==> src/core/dtp_pkg.sv <==
// Shared constants and carrier types for the down-count timer with pulse and buzzer outputs.
package dtp_pkg;

    // ==========================================================================
    // Register map (register index; byte address is four times the index)
    // ==========================================================================
    localparam int unsigned ADDR_W      = 5;
    localparam logic [2:0]  IDX_COUNT   = 3'h0;
    localparam logic [2:0]  IDX_CTRL1   = 3'h1;
    localparam logic [2:0]  IDX_CTRL2   = 3'h2;
    localparam logic [2:0]  IDX_DUTY    = 3'h3;
    localparam logic [2:0]  IDX_PRESC   = 3'h4;
    localparam logic [2:0]  IDX_BUZZ    = 3'h5;
    localparam logic [2:0]  IDX_STATUS  = 3'h6;

    // ==========================================================================
    // Values after reset
    // ==========================================================================
    localparam logic [7:0]  COUNT_RST   = 8'h00;
    localparam logic [7:0]  RELOAD_RST  = 8'h00;
    localparam logic [7:0]  CTRL1_RST   = 8'h00;
    localparam logic [7:0]  CTRL2_RST   = 8'h3f;
    localparam logic [7:0]  DUTY_RST    = 8'h00;
    localparam logic [7:0]  PRESC_RST   = 8'hff;
    localparam logic [7:0]  BUZZ_RST    = 8'h0f;

    // ==========================================================================
    // Counter constants and field positions
    // ==========================================================================
    localparam logic [7:0]  WRAP_VALUE  = 8'hff;
    localparam logic [7:0]  ZERO_COUNT  = 8'h00;
    localparam int unsigned STATUS_FLAG_BIT = 0;
    localparam int unsigned BYTE_LANE0  = 0;

    // ==========================================================================
    // Register layouts
    // ==========================================================================
    typedef struct packed {
        logic       out_en;
        logic       polarity;
        logic [2:0] unused;
        logic       one_shot;
        logic       reload_sel;
        logic       enable;
    } dtp_ctrl1_t;

    typedef struct packed {
        logic [1:0] unused;
        logic       clk_ext;
        logic       edge_fall;
        logic       presc_dis_n;
        logic [2:0] rate;
    } dtp_ctrl2_t;

    typedef struct packed {
        logic       enable;
        logic [2:0] unused;
        logic [3:0] tap;
    } dtp_buzz_t;

    // Request carried from the timer to its prescaler.
    typedef struct packed {
        logic       run;
        logic       src_tick;
        logic [2:0] rate;
    } dtp_presc_req_t;

endpackage : dtp_pkg

==> src/core/dtp_prescaler.sv <==
// Power-of-two prescaler that divides the timer's source ticks.
module dtp_prescaler
    import dtp_pkg::*;
(
    // Clock and reset
    input  wire logic           clk_i,
    input  wire logic           resetn_i,
    // Request from the timer
    input  wire dtp_presc_req_t req_i,
    // Prescaler state and divided tick
    output logic [7:0]          count_o,
    output logic                tick_o
);

    // ==========================================================================
    // Divider
    // ==========================================================================
    logic [7:0] count_q;

    // Low-bit mask for a rate code: code 0 divides by 2, code 7 by 256.
    function automatic logic [7:0] rate_mask(input logic [2:0] rate);
        rate_mask = WRAP_VALUE >> (3'd7 - rate);
    endfunction

    // A divided tick leaves when the masked low bits stand at zero as a source tick arrives.
    // Changing the rate while running can cut one period short; software avoids that.
    assign tick_o = req_i.run && req_i.src_tick
                    && ((count_q & rate_mask(req_i.rate)) == ZERO_COUNT);

    // The counter only moves while the timer runs it, so a stopped timer holds it.
    always_ff @(posedge clk_i or negedge resetn_i) begin
        if (!resetn_i) begin
            count_q <= PRESC_RST;
        end else if (req_i.run && req_i.src_tick) begin
            count_q <= count_q - 8'h01;
        end
    end

    assign count_o = count_q;
endmodule : dtp_prescaler

==> src/core/dtp_timer.sv <==
// Eight-bit down-count timer with pulse-width output, buzzer output and Avalon-MM registers.
module dtp_timer
    import dtp_pkg::*;
(
    // Clock and reset
    input  wire logic              clk_i,
    input  wire logic              resetn_i,
    // Avalon-MM register slave
    input  wire logic [ADDR_W-1:0] avs_address_i,
    input  wire logic              avs_read_i,
    input  wire logic              avs_write_i,
    input  wire logic [31:0]       avs_writedata_i,
    input  wire logic [3:0]        avs_byteenable_i,
    output logic [31:0]            avs_readdata_o,
    output logic                   avs_waitrequest_o,
    // Shared port pin
    input  wire logic              shared_pin_i,
    output logic                   shared_pin_o,
    output logic                   shared_pin_oe_o,
    // Port logic and pin option
    input  wire logic              gpio_out_i,
    input  wire logic              gpio_oe_i,
    input  wire logic              buzzer_pin_option_i,
    // Block outputs
    output logic                   pwm_o,
    output logic                   buzzer_o,
    output logic                   underflow_flag_o
);

    // ==========================================================================
    // Register state
    // ==========================================================================
    logic [7:0] count_value_q;
    logic [7:0] reload_q;
    dtp_ctrl1_t control_reg_one_q;
    dtp_ctrl2_t control_reg_two_q;
    logic [7:0] duty_value_q;
    dtp_buzz_t  buzzer_control_reg_q;
    logic       underflow_flag_q;
    logic       oneshot_done_q;
    logic       pwm_active_q;
    logic       frame_end_q;
    logic [7:0] prescaler_count_readback;
    logic       presc_tick;

    // ==========================================================================
    // Avalon-MM handshake
    // ==========================================================================
    logic [31:0] readdata_q;
    logic        waitrequest_q;
    logic [2:0]  reg_idx;
    logic        rd_take;
    logic        wr_acc;
    logic        wr_lane;

    assign reg_idx = avs_address_i[ADDR_W-1:2];
    assign rd_take = avs_read_i && waitrequest_q;
    assign wr_acc  = avs_write_i && !waitrequest_q;
    assign wr_lane = wr_acc && avs_byteenable_i[BYTE_LANE0];

    // Waitrequest drops for one cycle after a request appears, so every access takes two edges.
    always_ff @(posedge clk_i or negedge resetn_i) begin
        if (!resetn_i) begin
            waitrequest_q <= 1'b1;
        end else begin
            waitrequest_q <= !((avs_read_i || avs_write_i) && waitrequest_q);
        end
    end

    // Read data are captured on the first edge and stand while waitrequest is low.
    always_ff @(posedge clk_i or negedge resetn_i) begin
        if (!resetn_i) begin
            readdata_q <= 32'h0000_0000;
        end else if (rd_take) begin
            unique case (reg_idx)
                IDX_COUNT:  readdata_q <= {24'h00_0000, count_value_q};
                IDX_CTRL1:  readdata_q <= {29'h0000_0000, control_reg_one_q.one_shot,
                                           control_reg_one_q.reload_sel,
                                           control_reg_one_q.enable};
                IDX_CTRL2:  readdata_q <= {26'h000_0000, control_reg_two_q.clk_ext,
                                           control_reg_two_q.edge_fall,
                                           control_reg_two_q.presc_dis_n,
                                           control_reg_two_q.rate};
                IDX_PRESC:  readdata_q <= {24'h00_0000, prescaler_count_readback};
                IDX_BUZZ:   readdata_q <= {24'h00_0000, buzzer_control_reg_q.enable, 7'h00};
                IDX_STATUS: readdata_q <= {31'h0000_0000, underflow_flag_q};
                // The duty register and unmapped indexes read as zero.
                default:    readdata_q <= 32'h0000_0000;
            endcase
        end
    end

    assign avs_readdata_o    = readdata_q;
    assign avs_waitrequest_o = waitrequest_q;

    // ==========================================================================
    // Configuration registers
    // ==========================================================================
    always_ff @(posedge clk_i or negedge resetn_i) begin
        if (!resetn_i) begin
            control_reg_one_q <= dtp_ctrl1_t'(CTRL1_RST);
        end else if (wr_lane && reg_idx == IDX_CTRL1) begin
            control_reg_one_q <= dtp_ctrl1_t'(avs_writedata_i[7:0]);
        end
    end

    always_ff @(posedge clk_i or negedge resetn_i) begin
        if (!resetn_i) begin
            control_reg_two_q <= dtp_ctrl2_t'(CTRL2_RST);
        end else if (wr_lane && reg_idx == IDX_CTRL2) begin
            control_reg_two_q <= dtp_ctrl2_t'(avs_writedata_i[7:0]);
        end
    end

    // Duty is stored for the comparator only; no read path exists.
    always_ff @(posedge clk_i or negedge resetn_i) begin
        if (!resetn_i) begin
            duty_value_q <= DUTY_RST;
        end else if (wr_lane && reg_idx == IDX_DUTY) begin
            duty_value_q <= avs_writedata_i[7:0];
        end
    end

    always_ff @(posedge clk_i or negedge resetn_i) begin
        if (!resetn_i) begin
            buzzer_control_reg_q <= dtp_buzz_t'(BUZZ_RST);
        end else if (wr_lane && reg_idx == IDX_BUZZ) begin
            buzzer_control_reg_q <= dtp_buzz_t'(avs_writedata_i[7:0]);
        end
    end

    // ==========================================================================
    // External clock pin synchroniser and edge detect
    // ==========================================================================
    logic ext_sync1_q;
    logic ext_sync2_q;
    logic ext_prev_q;
    logic ext_edge;
    logic src_tick;

    always_ff @(posedge clk_i or negedge resetn_i) begin
        if (!resetn_i) begin
            ext_sync1_q <= 1'b0;
            ext_sync2_q <= 1'b0;
            ext_prev_q  <= 1'b0;
        end else begin
            ext_sync1_q <= shared_pin_i;
            ext_sync2_q <= ext_sync1_q;
            ext_prev_q  <= ext_sync2_q;
        end
    end

    // Edge polarity comes from the edge bit; the pin is two cycles late after syncing.
    assign ext_edge = control_reg_two_q.edge_fall ? (ext_prev_q && !ext_sync2_q)
                                                  : (!ext_prev_q && ext_sync2_q);
    // The instruction clock is the system clock itself, so it ticks every cycle.
    assign src_tick = control_reg_two_q.clk_ext ? ext_edge : 1'b1;

    // ==========================================================================
    // Prescaler
    // ==========================================================================
    dtp_presc_req_t presc_req;
    logic           dec_tick;
    logic           underflow;

    assign presc_req.run      = control_reg_one_q.enable && !control_reg_two_q.presc_dis_n;
    assign presc_req.src_tick = src_tick;
    assign presc_req.rate     = control_reg_two_q.rate;

    dtp_prescaler u_prescaler (
        .clk_i    (clk_i),
        .resetn_i (resetn_i),
        .req_i    (presc_req),
        .count_o  (prescaler_count_readback),
        .tick_o   (presc_tick)
    );

    // With the prescaler disabled each source tick reaches the counter directly.
    assign dec_tick  = control_reg_one_q.enable && !oneshot_done_q
                       && (control_reg_two_q.presc_dis_n ? src_tick : presc_tick);
    assign underflow = dec_tick && (count_value_q == ZERO_COUNT);

    // ==========================================================================
    // Down counter
    // ==========================================================================
    // A bus write wins over a tick in the same cycle so software sees its value land.
    always_ff @(posedge clk_i or negedge resetn_i) begin
        if (!resetn_i) begin
            count_value_q <= COUNT_RST;
            reload_q      <= RELOAD_RST;
        end else if (wr_lane && reg_idx == IDX_COUNT) begin
            count_value_q <= avs_writedata_i[7:0];
            reload_q      <= avs_writedata_i[7:0];
        end else if (underflow) begin
            if (control_reg_one_q.one_shot) begin
                count_value_q <= ZERO_COUNT;
            end else if (control_reg_one_q.reload_sel) begin
                count_value_q <= reload_q;
            end else begin
                count_value_q <= WRAP_VALUE;
            end
        end else if (dec_tick) begin
            count_value_q <= count_value_q - 8'h01;
        end
    end

    // One-shot parks at zero until a count write or disabling the timer rearms it.
    always_ff @(posedge clk_i or negedge resetn_i) begin
        if (!resetn_i) begin
            oneshot_done_q <= 1'b0;
        end else if ((wr_lane && reg_idx == IDX_COUNT) || !control_reg_one_q.enable) begin
            oneshot_done_q <= 1'b0;
        end else if (underflow && control_reg_one_q.one_shot) begin
            oneshot_done_q <= 1'b1;
        end
    end

    // Sticky flag; an underflow in the clearing cycle keeps it set.
    always_ff @(posedge clk_i or negedge resetn_i) begin
        if (!resetn_i) begin
            underflow_flag_q <= 1'b0;
        end else begin
            underflow_flag_q <= underflow || (underflow_flag_q && !(wr_lane
                && reg_idx == IDX_STATUS && avs_writedata_i[STATUS_FLAG_BIT]));
        end
    end

    // ==========================================================================
    // Pulse-width and buzzer waveforms
    // ==========================================================================
    // The reload value sets the frame and the duty match starts the active part, which lasts
    // through the zero count, ending one edge after the underflow edge; a match wins then.
    always_ff @(posedge clk_i or negedge resetn_i) begin
        if (!resetn_i) begin
            frame_end_q  <= 1'b0;
            pwm_active_q <= 1'b0;
        end else begin
            frame_end_q  <= underflow;
            pwm_active_q <= control_reg_one_q.enable && ((count_value_q == duty_value_q)
                            || (pwm_active_q && !frame_end_q));
        end
    end

    logic pwm_level;
    logic buzz_src;

    assign pwm_level = pwm_active_q ^ control_reg_one_q.polarity;
    assign buzz_src  = buzzer_control_reg_q.tap[3]
                       ? count_value_q[buzzer_control_reg_q.tap[2:0]]
                       : prescaler_count_readback[buzzer_control_reg_q.tap[2:0]];

    always_ff @(posedge clk_i or negedge resetn_i) begin
        if (!resetn_i) begin
            pwm_o    <= 1'b0;
            buzzer_o <= 1'b0;
        end else begin
            pwm_o    <= pwm_level;
            buzzer_o <= buzzer_control_reg_q.enable && buzz_src;
        end
    end

    assign underflow_flag_o = underflow_flag_q;

    // ==========================================================================
    // Shared pin multiplexer
    // ==========================================================================
    // External clocking owns the pin first; driving it then would fight the clock source.
    always_ff @(posedge clk_i or negedge resetn_i) begin
        if (!resetn_i) begin
            shared_pin_o    <= 1'b0;
            shared_pin_oe_o <= 1'b0;
        end else if (control_reg_two_q.clk_ext) begin
            shared_pin_o    <= 1'b0;
            shared_pin_oe_o <= 1'b0;
        end else if (control_reg_one_q.out_en) begin
            shared_pin_o    <= pwm_level;
            shared_pin_oe_o <= 1'b1;
        end else if (buzzer_control_reg_q.enable && buzzer_pin_option_i) begin
            shared_pin_o    <= buzzer_control_reg_q.enable && buzz_src;
            shared_pin_oe_o <= 1'b1;
        end else begin
            shared_pin_o    <= gpio_out_i;
            shared_pin_oe_o <= gpio_oe_i;
        end
    end
endmodule : dtp_timer

==> config.mk <==
export PLATFORM = sky130hd
export DESIGN_NAME = dtp_timer
export DESIGN_NICKNAME = d
export VERILOG_FILES = /design/src/core/dtp_pkg.sv /design/src/core/dtp_prescaler.sv /design/src/core/dtp_timer.sv
export SDC_FILE = /design/constraint.sdc
export NUM_CORES = 1
export LEC_CHECK = 0
export BUFFER_PORTS_ARGS = -buffer_cell sky130_fd_sc_hd__buf_2
export CORE_AREA = 4 4 104 106
export DETAILED_ROUTE_END_ITERATION = 7
export DIE_AREA = 0 0 108 110
export GPL_TIMING_DRIVEN = 0
export SYNTH_ARGS = -nofsm -noshare
export SYNTH_HDL_FRONTEND = slang
export SYNTH_SLANG_ARGS = --single-unit
export TNS_END_PERCENT = 10
==> constraint.sdc <==
create_clock -name clk_i -period 2.54 [get_ports clk_i]
set_input_delay 0.127 -clock clk_i [delete_from_list [all_inputs] [get_ports clk_i]]
set_output_delay 0.127 -clock clk_i [all_outputs]
set_load 0.01 [all_outputs]
Word-level counts from Yosys, hierarchy flattened
Cells that the tools add are included.
{ "totals": {"reg_bits": 92, "word_cells": 107} }
{ "op_classes": {"add_sub_neg": 3, "n_lt_le_gt_ge": 1, "eq_ne": 7, "n_shift": 1, "n_mux": 22, "n_bitwise": 2, "reduce_logical": 43} }
{ "op_table": {"columns": ["op", "count"], "rows": [
  ["8-bit case mux with 6 select lines", 1],
  ["8-bit two-way mux", 5],
  ["1-bit logical AND", 25],
  ["8-bit zero test", 2],
  ["8-bit by 1-bit subtractor with 8-bit output (second input constant)", 2],
  ["1-bit two-way mux", 14],
  ["3-bit == test (second input constant)", 3],
  ["1-bit zero test", 9],
  ["8-bit AND", 1],
  ["8-bit == test", 1],
  ["8-bit by 3-bit right shift with 8-bit output (first input constant)", 1],
  ["1-bit binary-select mux with 3-bit select", 2],
  ["3-bit by 2-bit == test with 1-bit output (second input constant)", 2],
  ["1-bit logical OR", 4],
  ["3-bit by 4-bit less-than comparator with 1-bit output (second input constant)", 1],
  ["3-bit by 1-bit == test with 1-bit output (second input constant)", 1],
  ["3-bit zero test", 1],
  ["3-bit nonzero test", 1],
  ["3-bit subtractor (first input constant)", 1],
  ["2-bit nonzero test", 1],
  ["1-bit bitwise XOR", 1]
]} }

Logic depth before layout (Yosys ltp)
Gate-level depths: netlist of the first run.
{ "depth": {"ltp_word": 12, "depth_mapped": 9, "depth_no_buf": 7} }

By module
From an unflattened synthesis of the first run, not the netlist that was laid out.
{ "hier_totals": {"cells_unflattened": 349, "hier_area_um2": 3781.1} }
{ "by_module_without_submodules": {"columns": ["module", "instances", "cells_each", "area_per_inst_um2"], "rows": [
  ["dtp_timer", 1, 308, 3350.7],
  ["dtp_prescaler", 1, 41, 430.4]
]} }

Least setup slack after synthesis of the first run
No wires, ideal clock.
{ "synth_path": {"kind": "flip-flop to flip-flop", "startpoint": "register count_value_q[2]", "endpoint": "register count_value_q[4]", "setup_ns": 0.134, "arrival_ns": 1.792, "required_ns": 2.406, "path_slack_ns": 0.614, "path_stages_with_launch": 8, "n_path_buf": 2, "synth_period_minus_slack_ns": 1.926, "cell_sequence": "dfrtp_1 buf_6 or4_4 nand2b_4 buf_6 mux2_1 nor3_1 o31ai_1"} }
{ "synth_via": {"elab_chain_len": 4, "word_cells_on_any_way": 7, "classes_between": "add/sub: 1; mux: 3; reduce/logical: 3"} }
{ "synth_rtl": {"columns": ["element", "line_no", "source"], "rows": [
  ["start, declared", "dtp_timer.sv:33", "logic [7:0] count_value_q;"],
  ["start signal, assigned", "dtp_timer.sv:192", "count_value_q <= avs_writedata_i[7:0];"],
  ["start signal, assigned", "dtp_timer.sv:198", "count_value_q <= reload_q;"],
  ["start signal, assigned", "dtp_timer.sv:203", "count_value_q <= count_value_q - 8'h01;"],
  ["8-bit by 1-bit subtractor with 8-bit output / 8-bit zero test (equally long branches)", "dtp_timer.sv:203, dtp_timer.sv:181", null],
  ["8-bit two-way mux / 1-bit logical AND (equally long branches)", "dtp_timer.sv:202, dtp_timer.sv:181", null],
  ["8-bit two-way mux", "dtp_timer.sv:194", "end else if (underflow) begin"],
  ["8-bit two-way mux", "dtp_timer.sv:191", "end else if (wr_lane && reg_idx == IDX_COUNT) begin"]
]} }
Several ways; a longest one is shown, not always the timed one. The select of a mux whose other input is x is not followed.
A chain may end at the register's enable or synchronous reset.

Worst setup path after layout of the first run
{ "layout_path": {"startpoint": "register u_prescaler.count_q[3] (netlist: u_prescaler.count_o[3])", "endpoint": "register count_value_q[1]"} }
{ "layout_via": {"elab_chain_len": 8, "word_cells_on_any_way": 9, "classes_between": "mux: 3; bitwise: 1; reduce/logical: 5"} }
{ "layout_rtl": {"columns": ["element", "line_no", "source"], "rows": [
  ["start, declared", "dtp_prescaler.sv:18", "logic [7:0] count_q;"],
  ["start signal, assigned", "dtp_prescaler.sv:35", "count_q <= count_q - 8'h01;"],
  ["8-bit AND *", "dtp_prescaler.sv:28", "&& ((count_q & rate_mask(req_i.rate)) == ZERO_COUNT);"],
  ["8-bit zero test *", "dtp_prescaler.sv:28", null],
  ["1-bit logical AND *", "dtp_prescaler.sv:28", null],
  ["1-bit two-way mux *", "dtp_timer.sv:180", "&& (control_reg_two_q.presc_dis_n ? src_tick : presc_tick);"],
  ["1-bit logical AND *", "dtp_timer.sv:180", null],
  ["1-bit logical AND", "dtp_timer.sv:181", "assign underflow = dec_tick && (count_value_q == ZERO_COUNT);"],
  ["8-bit two-way mux", "dtp_timer.sv:194", null],
  ["8-bit two-way mux", "dtp_timer.sv:191", null]
]} }
Every way passes the cells marked *; elsewhere a longest branch is shown, timed or not.

==> impl_results.rst, run 1 <==
.. list-table::
   :header-rows: 1

   * - Metric
     - Value
   * - Run status
     - complete, no violations
   * - Inserted Clock Buffers
     - 9
   * - Setup TNS
     - 0 ps
   * - Clock root cell
     - clkbuf_8
   * - Dpl cells
     - 547
   * - Final hold violations
     - 0
   * - Worst slack, placed
     - about 150 ps
   * - Final period demand of the worst path
     - ~2300 ps
   * - Maximum capacitance violations
     - 0
   * - Clock sink count
     - 68
   * - Placed Instance Area
     - between 4000 and 5000 um^2
   * - Crit end category
     - register
   * - Final core area utilization
     - 0.4476
   * - Placement row count
     - 36
   * - Total power per unit cell area
     - approximately 910 nW/um^2
   * - Gate Count Post-Synth
     - 360
   * - H-Tree Level Count
     - 3
   * - Clock transition at path regs
     - 70 ps
   * - Top cell type by total area after synthesis
     - dfrtp_1
   * - Final setup skew
     - 9.314 ps
   * - Synth Cell Area
     - 3760 um^2
   * - Relative slew margins
     - 0.3822
   * - Crit path arrival time
     - about 2500 ps
   * - Post-synthesis average cell area
     - 10.44 um^2
   * - Vertical extent of the die
     - 110 um
   * - Wire length of the first global-routing pass
     - about 15000 um
   * - Number of placed I/O pins
     - slightly below 90
   * - Critical Path Fanout Max
     - 7
   * - Iteration-0 DRC count of the detailed router
     - approximately 120
   * - Total wirelength of the detailed-routed design
     - 9497 um
   * - Kind of path behind the tightest hold check
     - input port to register
   * - Die footprint
     - about 12000 um^2
   * - Via count of the first global-routing pass
     - about 2.8k
   * - HPWL reported at the end of detailed placement
     - 6764 um
   * - Peak clock frequency supported by timing
     - 438.7 MHz
   * - Start point of the worst hold path
     - gpio_oe_i
   * - # resized after CTS
     - 0
   * - Cell variety after synth
     - 56
   * - Initial antenna violation count
     - 0
   * - Total vias in the final route
     - 2847
   * - Yosys synthesis warning count
     - 0
   * - Area added between synthesis and finish
     - 16.37%
   * - Crit Path Class
     - register to register
   * - Cell area after layout
     - about 4400 um^2
   * - Worst Setup SP
     - u_prescaler.count_o[3]
   * - Number of detailed-routing iterations run before antenna repair
     - 4
   * - Period utilization
     - 0.8975
   * - Detail Route Antenna Nets
     - 0
   * - Slack of the critical path
     - ~260 ps
   * - Count of placed standard cells in the final layout, fillers left out
     - approximately 570
   * - Total Power
     - 3.994 mW
   * - Seq/Total Area, Yosys
     - 0.4589
   * - Final-report setup violation count
     - 0
   * - Routed wirelength normalized by instance count
     - 16.78 um
   * - Placeable Area
     - 9774 um^2
   * - Overall global routing resource usage
     - 0.1692
   * - Hold WS
     - ~65 ps
   * - Ratio of routed vias to standard cells
     - 5.030
   * - Width of the chip
     - roughly 110 um
   * - Final nets
     - 480
   * - Largest net degree at the start of global routing
     - 69
   * - Yosys reg bits
     - 68
   * - Insertion delay of the later-clocked pin in the worst-skew pair
     - 340 ps
   * - Post-synth EDFFs
     - 0
   * - Required arrival time at the worst endpoint
     - 2760 ps
   * - Transition time at the pin with the least slew margin
     - 924.7 ps
   * - Unrepaired setup endpoints after global routing
     - false
   * - CTS max path bufs
     - 2
   * - Reg-to-Reg Start
     - u_prescaler.count_o[3]
   * - Final Max Tran Viols
     - 0
   * - Ant. Diodes
     - 0
   * - Leftover overflow at the end of global routing
     - 0
   * - Number of remaining DRC errors
     - 0
   * - Startpoint Class
     - register
   * - Area share of the leading cell type in the synthesized netlist
     - 0.3261
   * - Worst supply voltage drop on vdd
     - roughly 370 uV
   * - Starting density of the core
     - 0.3847
   * - Post-synth ARST share
     - 1.000
   * - TritonCTS clock tree
     - done
   * - Static Leak
     - 1.981 nW
   * - Predominant post-synthesis flop cell
     - dfrtp_1
   * - Top post-synthesis cells by area
     - dfrtp_1 (33%), dfstp_2 (13%), mux2_2 (7.5%)
   * - Share of layout cells above drive strength 1
     - 0.2933
   * - Number of buffers added on ports
     - 31
   * - Placer's final routability congestion estimate
     - about 0.86
power breakdown:
group	internal, mW	total [mW]	switching [mW]
logic	0.699	1.50	0.805
clock network	0.374	0.784	0.410
registers	1.44	1.71	0.266
total	2.51	3.99	1.48
layout make-up:
cell class	instances	area [um^2]
Fill cell	959	5399
Tap cell	133	166.4
Timing Repair Buffer	35	197.7
Clock inverter	5	27.53
Buffer	46	279.0
Clock buffer	11	141.4
Inverter	14	52.55
Multi-Input combinational cell	254	1785
Sequential cell	68	1725
routing by layer:
layer,up-vias,GRT usage,share of wire
met2,72,0.2731,0.48
met4,0,0.05230,0.015
met3,14,0.03902,0.036
met1,1402,0.2274,0.47
met5,-,0,0
li1,1359,-,-
critical path, stage by stage, from the launching register on:
cell and delay (ps):
dfstp_2 520, clkbuf_1 290, a21o_1 160, a21oi_1 80
a31oi_1 470, nor2_1 250, o311ai_0 380
Yosys cell counts, drive strengths merged, types with 3 or more instances:
cell type and instances:
dfrtp 49, nand2 34, buf 28, mux2 28, clkbuf 19, dfstp 19
nor2 19, o21ai 18, xnor2 15, inv 14, a21oi 13, mux2i 9
nand4 6, nor2b 6, mux4 5, nor3 5, and2 4, nand2b 4
nor3b 4, o31ai 4, xor2 4, a21o 3, a22o 3, a22oi 3
a31oi 3, ha 3, nand3 3, nand4b 3, o211ai 3, o41ai 3
logic make-up after synthesis:
logic type,Yosys count,share of synthesized area
multiplexers,42,0.1378
other,1,0.0009974
flip-flops,68,0.4589
buffers and inverters,61,0.08918
AND/OR/NAND/NOR,98,0.1384
XOR/XNOR,19,0.04426
adder cells (fa/ha/maj),3,0.009984
AO/OA/AOI/OAI,68,0.1205
placed cells by master (no fill, tap or decap), types with 9 or more instances in the layout:
master,n
a21oi_1,13
nor2_1,19
clkbuf_8,10
inv_1,14
xnor2_1,15
o21ai_0,18
clkbuf_1,19
conb_1,24
dfrtp_1,49
buf_2,31
nand2_1,34
dfstp_2,19
mux2i_1,9
mux2_2,25
buf_4,25
path summary, 6_finish.rpt:
kind	endpoint	slack, ps	cells after the start
hold / removal	shared_pin_oe_o	70	3
hold reg to reg	ext_sync2_q	350	0
setup reg to reg	count_value_q[1]	260	6
setup / recovery	count_value_q[1]	260	6
max in group asynchronous	count_value_q[1]	1530	2
min in group asynchronous	reload_q[7]	450	2
repair_timing:
item | 4_1_cts | 5_1_grt
buffers inserted | 0 | 0
hold endpoints to repair | 51 | 0
hold buffers | 4 | 0
setup endpoints to repair | 0 | 1
state kept, by name, indices dropped and copies added, names as in the netlist, 5 cells and up:
| signal | flops |
|---|---|
| reload_q | 8 |
| control_reg_one_q | 5 |
| avs_readdata_o | 8 |
| buzzer_control_reg_q | 5 |
| duty_value_q | 8 |
| count_value_q | 8 |
| u_prescaler.count_o | 8 |
| control_reg_two_q | 6 |
Power figures use the tool's default switching activity.
==> run 2, diff against run 1 <==
--- a/config.mk
+++ b/config.mk
@@ -7,9 +7,12 @@
 export LEC_CHECK = 0
 export BUFFER_PORTS_ARGS = -buffer_cell sky130_fd_sc_hd__buf_2
 export CORE_AREA = 4 4 104 106
+export CTS_CLUSTER_SIZE = 16
 export DETAILED_ROUTE_END_ITERATION = 7
 export DIE_AREA = 0 0 108 110
 export GPL_TIMING_DRIVEN = 0
+export PLACE_DENSITY = 0.68
+export REMOVE_ABC_BUFFERS = 1
 export SYNTH_ARGS = -nofsm -noshare
 export SYNTH_HDL_FRONTEND = slang
 export SYNTH_SLANG_ARGS = --single-unit
==> impl_results.rst, run 2 (synthesis results as in run 1) <==
.. list-table::
   :header-rows: 1

   * - Metric
     - Value
   * - Unrepaired setup endpoints after global routing
     - false
   * - Via count of the first global-routing pass
     - 2678 (-5.8%)
   * - Insertion delay of the later-clocked pin in the worst-skew pair
     - 340 ps (about the same)
   * - Worst supply voltage drop on vdd
     - 410.2 uV (+12%)
   * - Setup TNS
     - 0 ps (unchanged)
   * - Final hold violations
     - 0 (unchanged)
   * - Wire length of the first global-routing pass
     - 14070 um (-8.4%)
   * - Number of remaining DRC errors
     - 0 (unchanged)
   * - Largest net degree at the start of global routing
     - 69 (unchanged)
   * - TritonCTS clock tree
     - done
   * - Crit Path Class
     - register to register
   * - Placer's final routability congestion estimate
     - 0.8654 (+1.2%)
   * - Total wirelength of the detailed-routed design
     - 8714 um (-8.2%)
   * - Most common library cell in the layout ignoring fill and taps
     - dfrtp_1
   * - Starting density of the core
     - 0.3847 (unchanged)
   * - Number of detailed-routing iterations run before antenna repair
     - 4 (unchanged)
   * - Clock sink count
     - 68 (unchanged)
   * - Final period demand of the worst path
     - 2108 ps (-171.6 ps)
   * - Number of buffers added on ports
     - 33 (+6.5%)
   * - Required arrival time at the worst endpoint
     - 2770 ps (about the same)
   * - # resized after CTS
     - 0 (unchanged)
   * - Total vias in the final route
     - 2730 (-4.1%)
   * - Total power per unit cell area
     - 947.6 nW/um^2 (+3.8%)
   * - Detail Route Antenna Nets
     - 0 (unchanged)
   * - Initial antenna violation count
     - 0 (unchanged)
   * - CTS max path bufs
     - 2 (unchanged)
   * - Width of the chip
     - 108 um (unchanged)
   * - Start point of the worst hold path
     - avs_writedata_i[6]
   * - H-Tree Level Count
     - 3 (unchanged)
   * - Clock transition at path regs
     - 70 ps (about the same)
   * - Kind of path behind the tightest hold check
     - input port to register
   * - Placeable Area
     - 9774 um^2 (unchanged)
   * - Final setup skew
     - 8.835 ps (-0.4787 ps)
   * - Final Max Tran Viols
     - 0 (unchanged)
   * - Number of placed I/O pins
     - 87 (unchanged)
   * - Placement row count
     - 36 (unchanged)
   * - Reg-to-Reg Start
     - control_reg_two_q[5]
   * - Ratio of routed vias to standard cells
     - 5.230 (+4.0%)
   * - Leftover overflow at the end of global routing
     - 0 (unchanged)
   * - Worst Setup SP
     - control_reg_two_q[5]
   * - Critical Path Fanout Max
     - 5 (-2)
   * - Final-report setup violation count
     - 0 (unchanged)
   * - Overall global routing resource usage
     - 0.1548 (-0.01434)
   * - Area added between synthesis and finish
     - 9.318%
   * - Transition time at the pin with the least slew margin
     - 844.8 ps (-79.89 ps)
   * - Clock root cell
     - clkbuf_8
   * - Run status
     - complete, no violations
   * - Crit path arrival time
     - 2340 ps (-160 ps)
   * - Inserted Clock Buffers
     - 9 (unchanged)
   * - Leading cell types in the layout, fill and taps excluded
     - dfrtp_1 (49), nand2_1 (34), buf_2 (32)
   * - Maximum capacitance violations
     - 0 (unchanged)
   * - Worst R2R Path Depth
     - 5 (-1)
   * - Startpoint Class
     - register
   * - Relative slew margins
     - 0.4368 (+0.05460)
   * - Vertical extent of the die
     - 110 um (unchanged)
   * - Peak clock frequency supported by timing
     - 474.4 MHz (+8.1%)
   * - Period utilization
     - 0.8300 (-0.06755)
   * - Hold path cells
     - 3 (unchanged)
   * - Final nets
     - 436 (-9.2%)
   * - Dpl cells
     - 502 (-8.2%)
   * - Static Leak
     - 1.821 nW (-8.0%)
   * - Share of layout cells above drive strength 1
     - 0.2571 (-0.03623)
   * - Ant. Diodes
     - 0 (unchanged)
   * - Crit end category
     - register
   * - Routed wirelength normalized by instance count
     - 16.69 um (-0.51%)
   * - Iteration-0 DRC count of the detailed router
     - 199 (+67%)
   * - Die footprint
     - 11880 um^2 (unchanged)
   * - Count of placed standard cells in the final layout, fillers left out
     - 522 (-7.8%)
   * - HPWL reported at the end of detailed placement
     - 6160 um (-8.9%)
-- run 2: cell types whose count changed in the layout (fill, tap and decap cells not counted) --
cell,change
buf_4,-24
clkbuf_1,-16
buf_6,-2
clkinv_2,-2
buf_1,-1
buf_2,+1
clkbuf_8,+1
clkinvlp_4,-1
-- run 2: area by class of cell --
type | instances | area (um^2)
Fill cell | 956 | 5664
Multi-Input combinational cell | 254 | 1785
Sequential cell | 68 | 1725
Timing Repair Buffer | 37 | 207.7
Tap cell | 133 | 166.4
Clock buffer | 14 | 162.7
Inverter | 14 | 52.55
Clock inverter | 2 | 10.01
-- run 2: through the flow --
stage	hold slack [ps]	utilization	setup WS (ps)	total power, mW	area (um^2)
2_1_floorplan	-168.6	-	692.8	2.668	3563
3_5_place_dp	237.1	0.3987	443.9	3.101	3897
3_3_place_gp	237.9	0.3985	459.3	3.048	3895
6_report	46.40	0.4205	431.9	3.895	4110
5_1_grt	34.07	0.4205	263.4	4.164	4110
4_1_cts	44.13	0.4205	427.5	3.921	4110
-- run 2: worst paths after layout --
check / slack (ps) / end
setup / recovery: 430 / count_value_q[0]
hold / removal: 50 / reload_q[6]
setup reg to reg: 430 / count_value_q[0]
hold reg to reg: 350 / ext_sync2_q
max in group asynchronous: 1560 / count_value_q[7]
min in group asynchronous: 430 / avs_readdata_o[0]
-- run 2: power by group --
| part | leakage, nW | switching (mW) | internal, mW |
|---|---|---|---|
| Sequential | 0.816 | 0.437 | 1.44 |
| Clock | 0.0905 | 0.395 | 0.406 |
| Combinational | 0.915 | 0.582 | 0.633 |
-- run 2: per-layer routing --
metal | routed length (um) | vias up | global-route usage
li1 | - | 1281 | -
met2 | 4093 | 84 | 0.2385
met3 | 499 | 20 | 0.04718
met4 | 248 | 0 | 0.05681
met5 | 0 | - | 0
met1 | 3872 | 1345 | 0.2068
-- run 2: timing repair --
item | in CTS | in global routing
hold buffers | 4 | 0
hold endpoints to repair | 51 | 0
setup buffers | 0 | 0
-- run 2: critical path, stage by stage (launching register included) --
cell and delay [ps]:
dfstp_2 580, inv_1 60, o31ai_1 470, or2_0 320, nor2_1 180, o311a_1 380
==> run 3, diff against run 2 <==
--- a/config.mk
+++ b/config.mk
@@ -11,7 +11,7 @@
 export DETAILED_ROUTE_END_ITERATION = 7
 export DIE_AREA = 0 0 108 110
 export GPL_TIMING_DRIVEN = 0
-export PLACE_DENSITY = 0.68
+export PLACE_DENSITY = 0.7
 export REMOVE_ABC_BUFFERS = 1
 export SYNTH_ARGS = -nofsm -noshare
 export SYNTH_HDL_FRONTEND = slang
==> constraint.sdc (replaced) <==
create_clock -name clk_i -period 1.86 [get_ports clk_i]
set_input_delay 0.093 -clock clk_i [delete_from_list [all_inputs] [get_ports clk_i]]
set_output_delay 0.093 -clock clk_i [all_outputs]
set_load 0.01 [all_outputs]
==> impl_results.rst, run 3 (synthesis results as in run 1) <==
.. list-table::
   :header-rows: 1

   * - Metric
     - Value
   * - Critical Path Most Common Cell
     - mux4_2
   * - Violations in the final reports
     - negative setup slack
   * - Period utilization
     - 1.032 (+0.2021)
   * - Largest net degree at the start of global routing
     - 69 (unchanged)
   * - Peak clock frequency supported by timing
     - 521.0 MHz (+9.8%)
   * - Static Leak
     - 1.914 nW (+5.1%)
   * - Unrepaired setup endpoints after global routing
     - true
   * - Dpl cells
     - 502 (unchanged)
   * - Slack of the critical path
     - -59.55 ps (-491.5 ps)
   * - Number of remaining DRC errors
     - 0 (unchanged)
   * - Clock root cell
     - clkbuf_8
   * - Die footprint
     - 11880 um^2 (unchanged)
   * - Placement row count
     - 36 (unchanged)
   * - Leading cell types in the layout, fill and taps excluded
     - dfrtp_1 (44), nand2_1 (33), buf_2 (32)
   * - Largest stage delay on the critical path
     - 590 ps (about the same)
   * - Worst supply voltage drop on vdd
     - 469.9 uV (+15%)
   * - Iteration-0 DRC count of the detailed router
     - 277 (+39%)
   * - Wire length of the first global-routing pass
     - 14060 um (about the same)
   * - Ratio of routed vias to standard cells
     - 5.302 (+1.4%)
   * - HPWL reported at the end of detailed placement
     - 6076 um (-1.4%)
   * - Number of buffers added on ports
     - 33 (unchanged)
   * - Via count of the first global-routing pass
     - 2713 (+1.3%)
   * - Area added between synthesis and finish
     - 15.77%
   * - H-Tree Level Count
     - 3 (unchanged)
   * - Required arrival time at the worst endpoint
     - 2100 ps (-670 ps)
   * - Width of the chip
     - 108 um (unchanged)
   * - Total vias in the final route
     - 2826 (+3.5%)
   * - Relative slew margins
     - 0.4372 (about the same)
   * - Worst path buffer plus inverter count
     - 0 (-1)
   * - Critical Path Fanout Max
     - 4 (-1)
   * - Run status
     - finished, violations left
   * - Worst R2R Path Depth
     - 4 (-1)
   * - Kind of path behind the tightest hold check
     - input port to register
   * - Final Max Tran Viols
     - 0 (unchanged)
   * - Final period demand of the worst path
     - 1920 ps (-188.5 ps)
   * - Clock transition at path regs
     - 70 ps (about the same)
   * - Inserted Clock Buffers
     - 9 (unchanged)
   * - CTS max path bufs
     - 2 (unchanged)
   * - Final-report setup violation count
     - 4 (+4)
   * - Ant. Diodes
     - 0 (unchanged)
   * - Total wirelength of the detailed-routed design
     - 8968 um (+2.9%)
   * - Crit path arrival time
     - 2160 ps (-180 ps)
   * - Clock sink count
     - 68 (unchanged)
   * - Worst reg2reg endpoint
     - shared_pin_o
   * - Count of placed standard cells in the final layout, fillers left out
     - 533 (+2.1%)
   * - Most common library cell in the layout ignoring fill and taps
     - dfrtp_1
   * - Total power per unit cell area
     - 1370 nW/um^2 (+45%)
   * - Hold path cells
     - 3 (unchanged)
   * - Vertical extent of the die
     - 110 um (unchanged)
   * - Overall global routing resource usage
     - 0.1549 (about the same)
   * - Insertion delay of the later-clocked pin in the worst-skew pair
     - 350 ps (about the same)
   * - Number of detailed-routing iterations run before antenna repair
     - 4 (unchanged)
   * - Crit Path Class
     - register to register
   * - Placeable Area
     - 9774 um^2 (unchanged)
   * - CP top delay family
     - multiplexers
   * - Final hold violations
     - 0 (unchanged)
   * - Hold WS
     - 18.54 ps (-27.86 ps)
   * - Placer's final routability congestion estimate
     - 0.9294 (+7.4%)
   * - Final setup skew
     - 7.921 ps (-0.9142 ps)
   * - Share of layout cells above drive strength 1
     - 0.3300 (+0.07293)
   * - Cell at the slowest stage of the critical path
     - dfstp_2
   * - Crit end category
     - register
   * - Setup slack of the most critical reg-to-reg path
     - -60 ps (-490 ps)
   * - Transition time at the pin with the least slew margin
     - 844.2 ps (-0.5978 ps)
   * - Start point of the worst hold path
     - avs_writedata_i[6]
   * - Cell Chain, Critical Path
     - mux4_2, mux4_2, mux2i_1, a21oi_1
   * - Number of placed I/O pins
     - 87 (unchanged)
   * - TritonCTS clock tree
     - done
   * - Reg-to-Reg Start
     - buzzer_control_reg_q[0]
   * - Maximum capacitance violations
     - 0 (unchanged)
   * - Startpoint Class
     - register
   * - Routed wirelength normalized by instance count
     - 16.83 um (+0.79%)
   * - Leftover overflow at the end of global routing
     - 0 (unchanged)
   * - Sink of the worst hold path
     - reload_q[6]
   * - Detail Route Antenna Nets
     - 0 (unchanged)
   * - Final nets
     - 447 (+2.5%)
   * - Initial antenna violation count
     - 0 (unchanged)
   * - Starting density of the core
     - 0.3847 (unchanged)
## run 3: cell types whose count changed in the layout (fill, tap and decap cells not counted), moves of 2 or more
cell	delta
dfrtp_2	+5
nor3b_1	-2
clkinv_2	-2
bufinv_16	+2
buf_4	+10
dfrtp_1	-5
nor3b_2	+2
nor2_1	-3
clkbuf_1	-2
nor2_2	+2
## run 3: worst max-delay path by stage
stage | from | endpoint | slack (ps) | depth (start not counted)
after floorplan | count_value_q[2] | count_value_q[4] | 10 | 5
after global placement | control_reg_two_q[5] | count_value_q[0] | -200 | 5
after detailed placement | control_reg_two_q[5] | count_value_q[1] | -230 | 5
after CTS | buzzer_control_reg_q[0] | shared_pin_o | -70 | 4
after global routing | buzzer_control_reg_q[0] | shared_pin_o | -120 | 4
final | buzzer_control_reg_q[0] | shared_pin_o | -60 | 4
## run 3: timing repair
action,4_1_cts,5_1_grt
endpoints found under the hold margin,52,0
hold buffers,5,0
cloned,0,0
pin swaps,0,3
setup buffers,9,1
gates resized for setup,13,14
endpoints found under the setup margin,14,20
## run 3: routing by layer
| metal | track usage | up-vias | routed length, um |
|---|---|---|---|
| met4 | 0.07214 | 0 | 235 |
| met5 | 0 | - | 0 |
| met3 | 0.03844 | 19 | 579 |
| met2 | 0.2491 | 105 | 4308 |
| li1 | - | 1294 | - |
| met1 | 0.1973 | 1408 | 3844 |
## run 3: layout make-up
cell class                      instances  area (um^2)
Tap cell                              133        166.4
Fill cell                             916         5421
Inverter                               14        52.55
Clock buffer                           13        168.9
Clock inverter                          3        67.56
Multi-Input combinational cell        254         1873
Sequential cell                        68         1732
Timing Repair Buffer                   48        292.8
## run 3: through the flow
stage                     power [mW]    util  TNS, ps  cell area, um^2  setup slack, ps
after detailed placement       4.223  0.3987    -1243             3897           -231.4
after global routing           6.296  0.4453   -480.5             4353           -122.5
after CTS                      5.834  0.4377   -147.2             4278           -73.85
final                          5.964  0.4453   -138.5             4353           -59.55
after global placement         4.153  0.3985   -942.8             3895           -197.2
after floorplan                3.643       -        0             3563            12.82
## run 3: power by group
group | internal [mW] | total [mW] | switching [mW] | leakage [nW]
Sequential | 1.98 | 2.49 | 0.506 | 0.812
Combinational | 1.04 | 2.05 | 1.01 | 0.987
Clock | 0.866 | 1.42 | 0.558 | 0.116
Total | 3.89 | 5.96 | 2.08 | 1.91
## run 3: worst reg2reg max path, stage by stage, from the launching register on
cell	delay, ps
dfstp_2	590
mux4_2	500
mux4_2	510
mux2i_1	150
a21oi_1	80
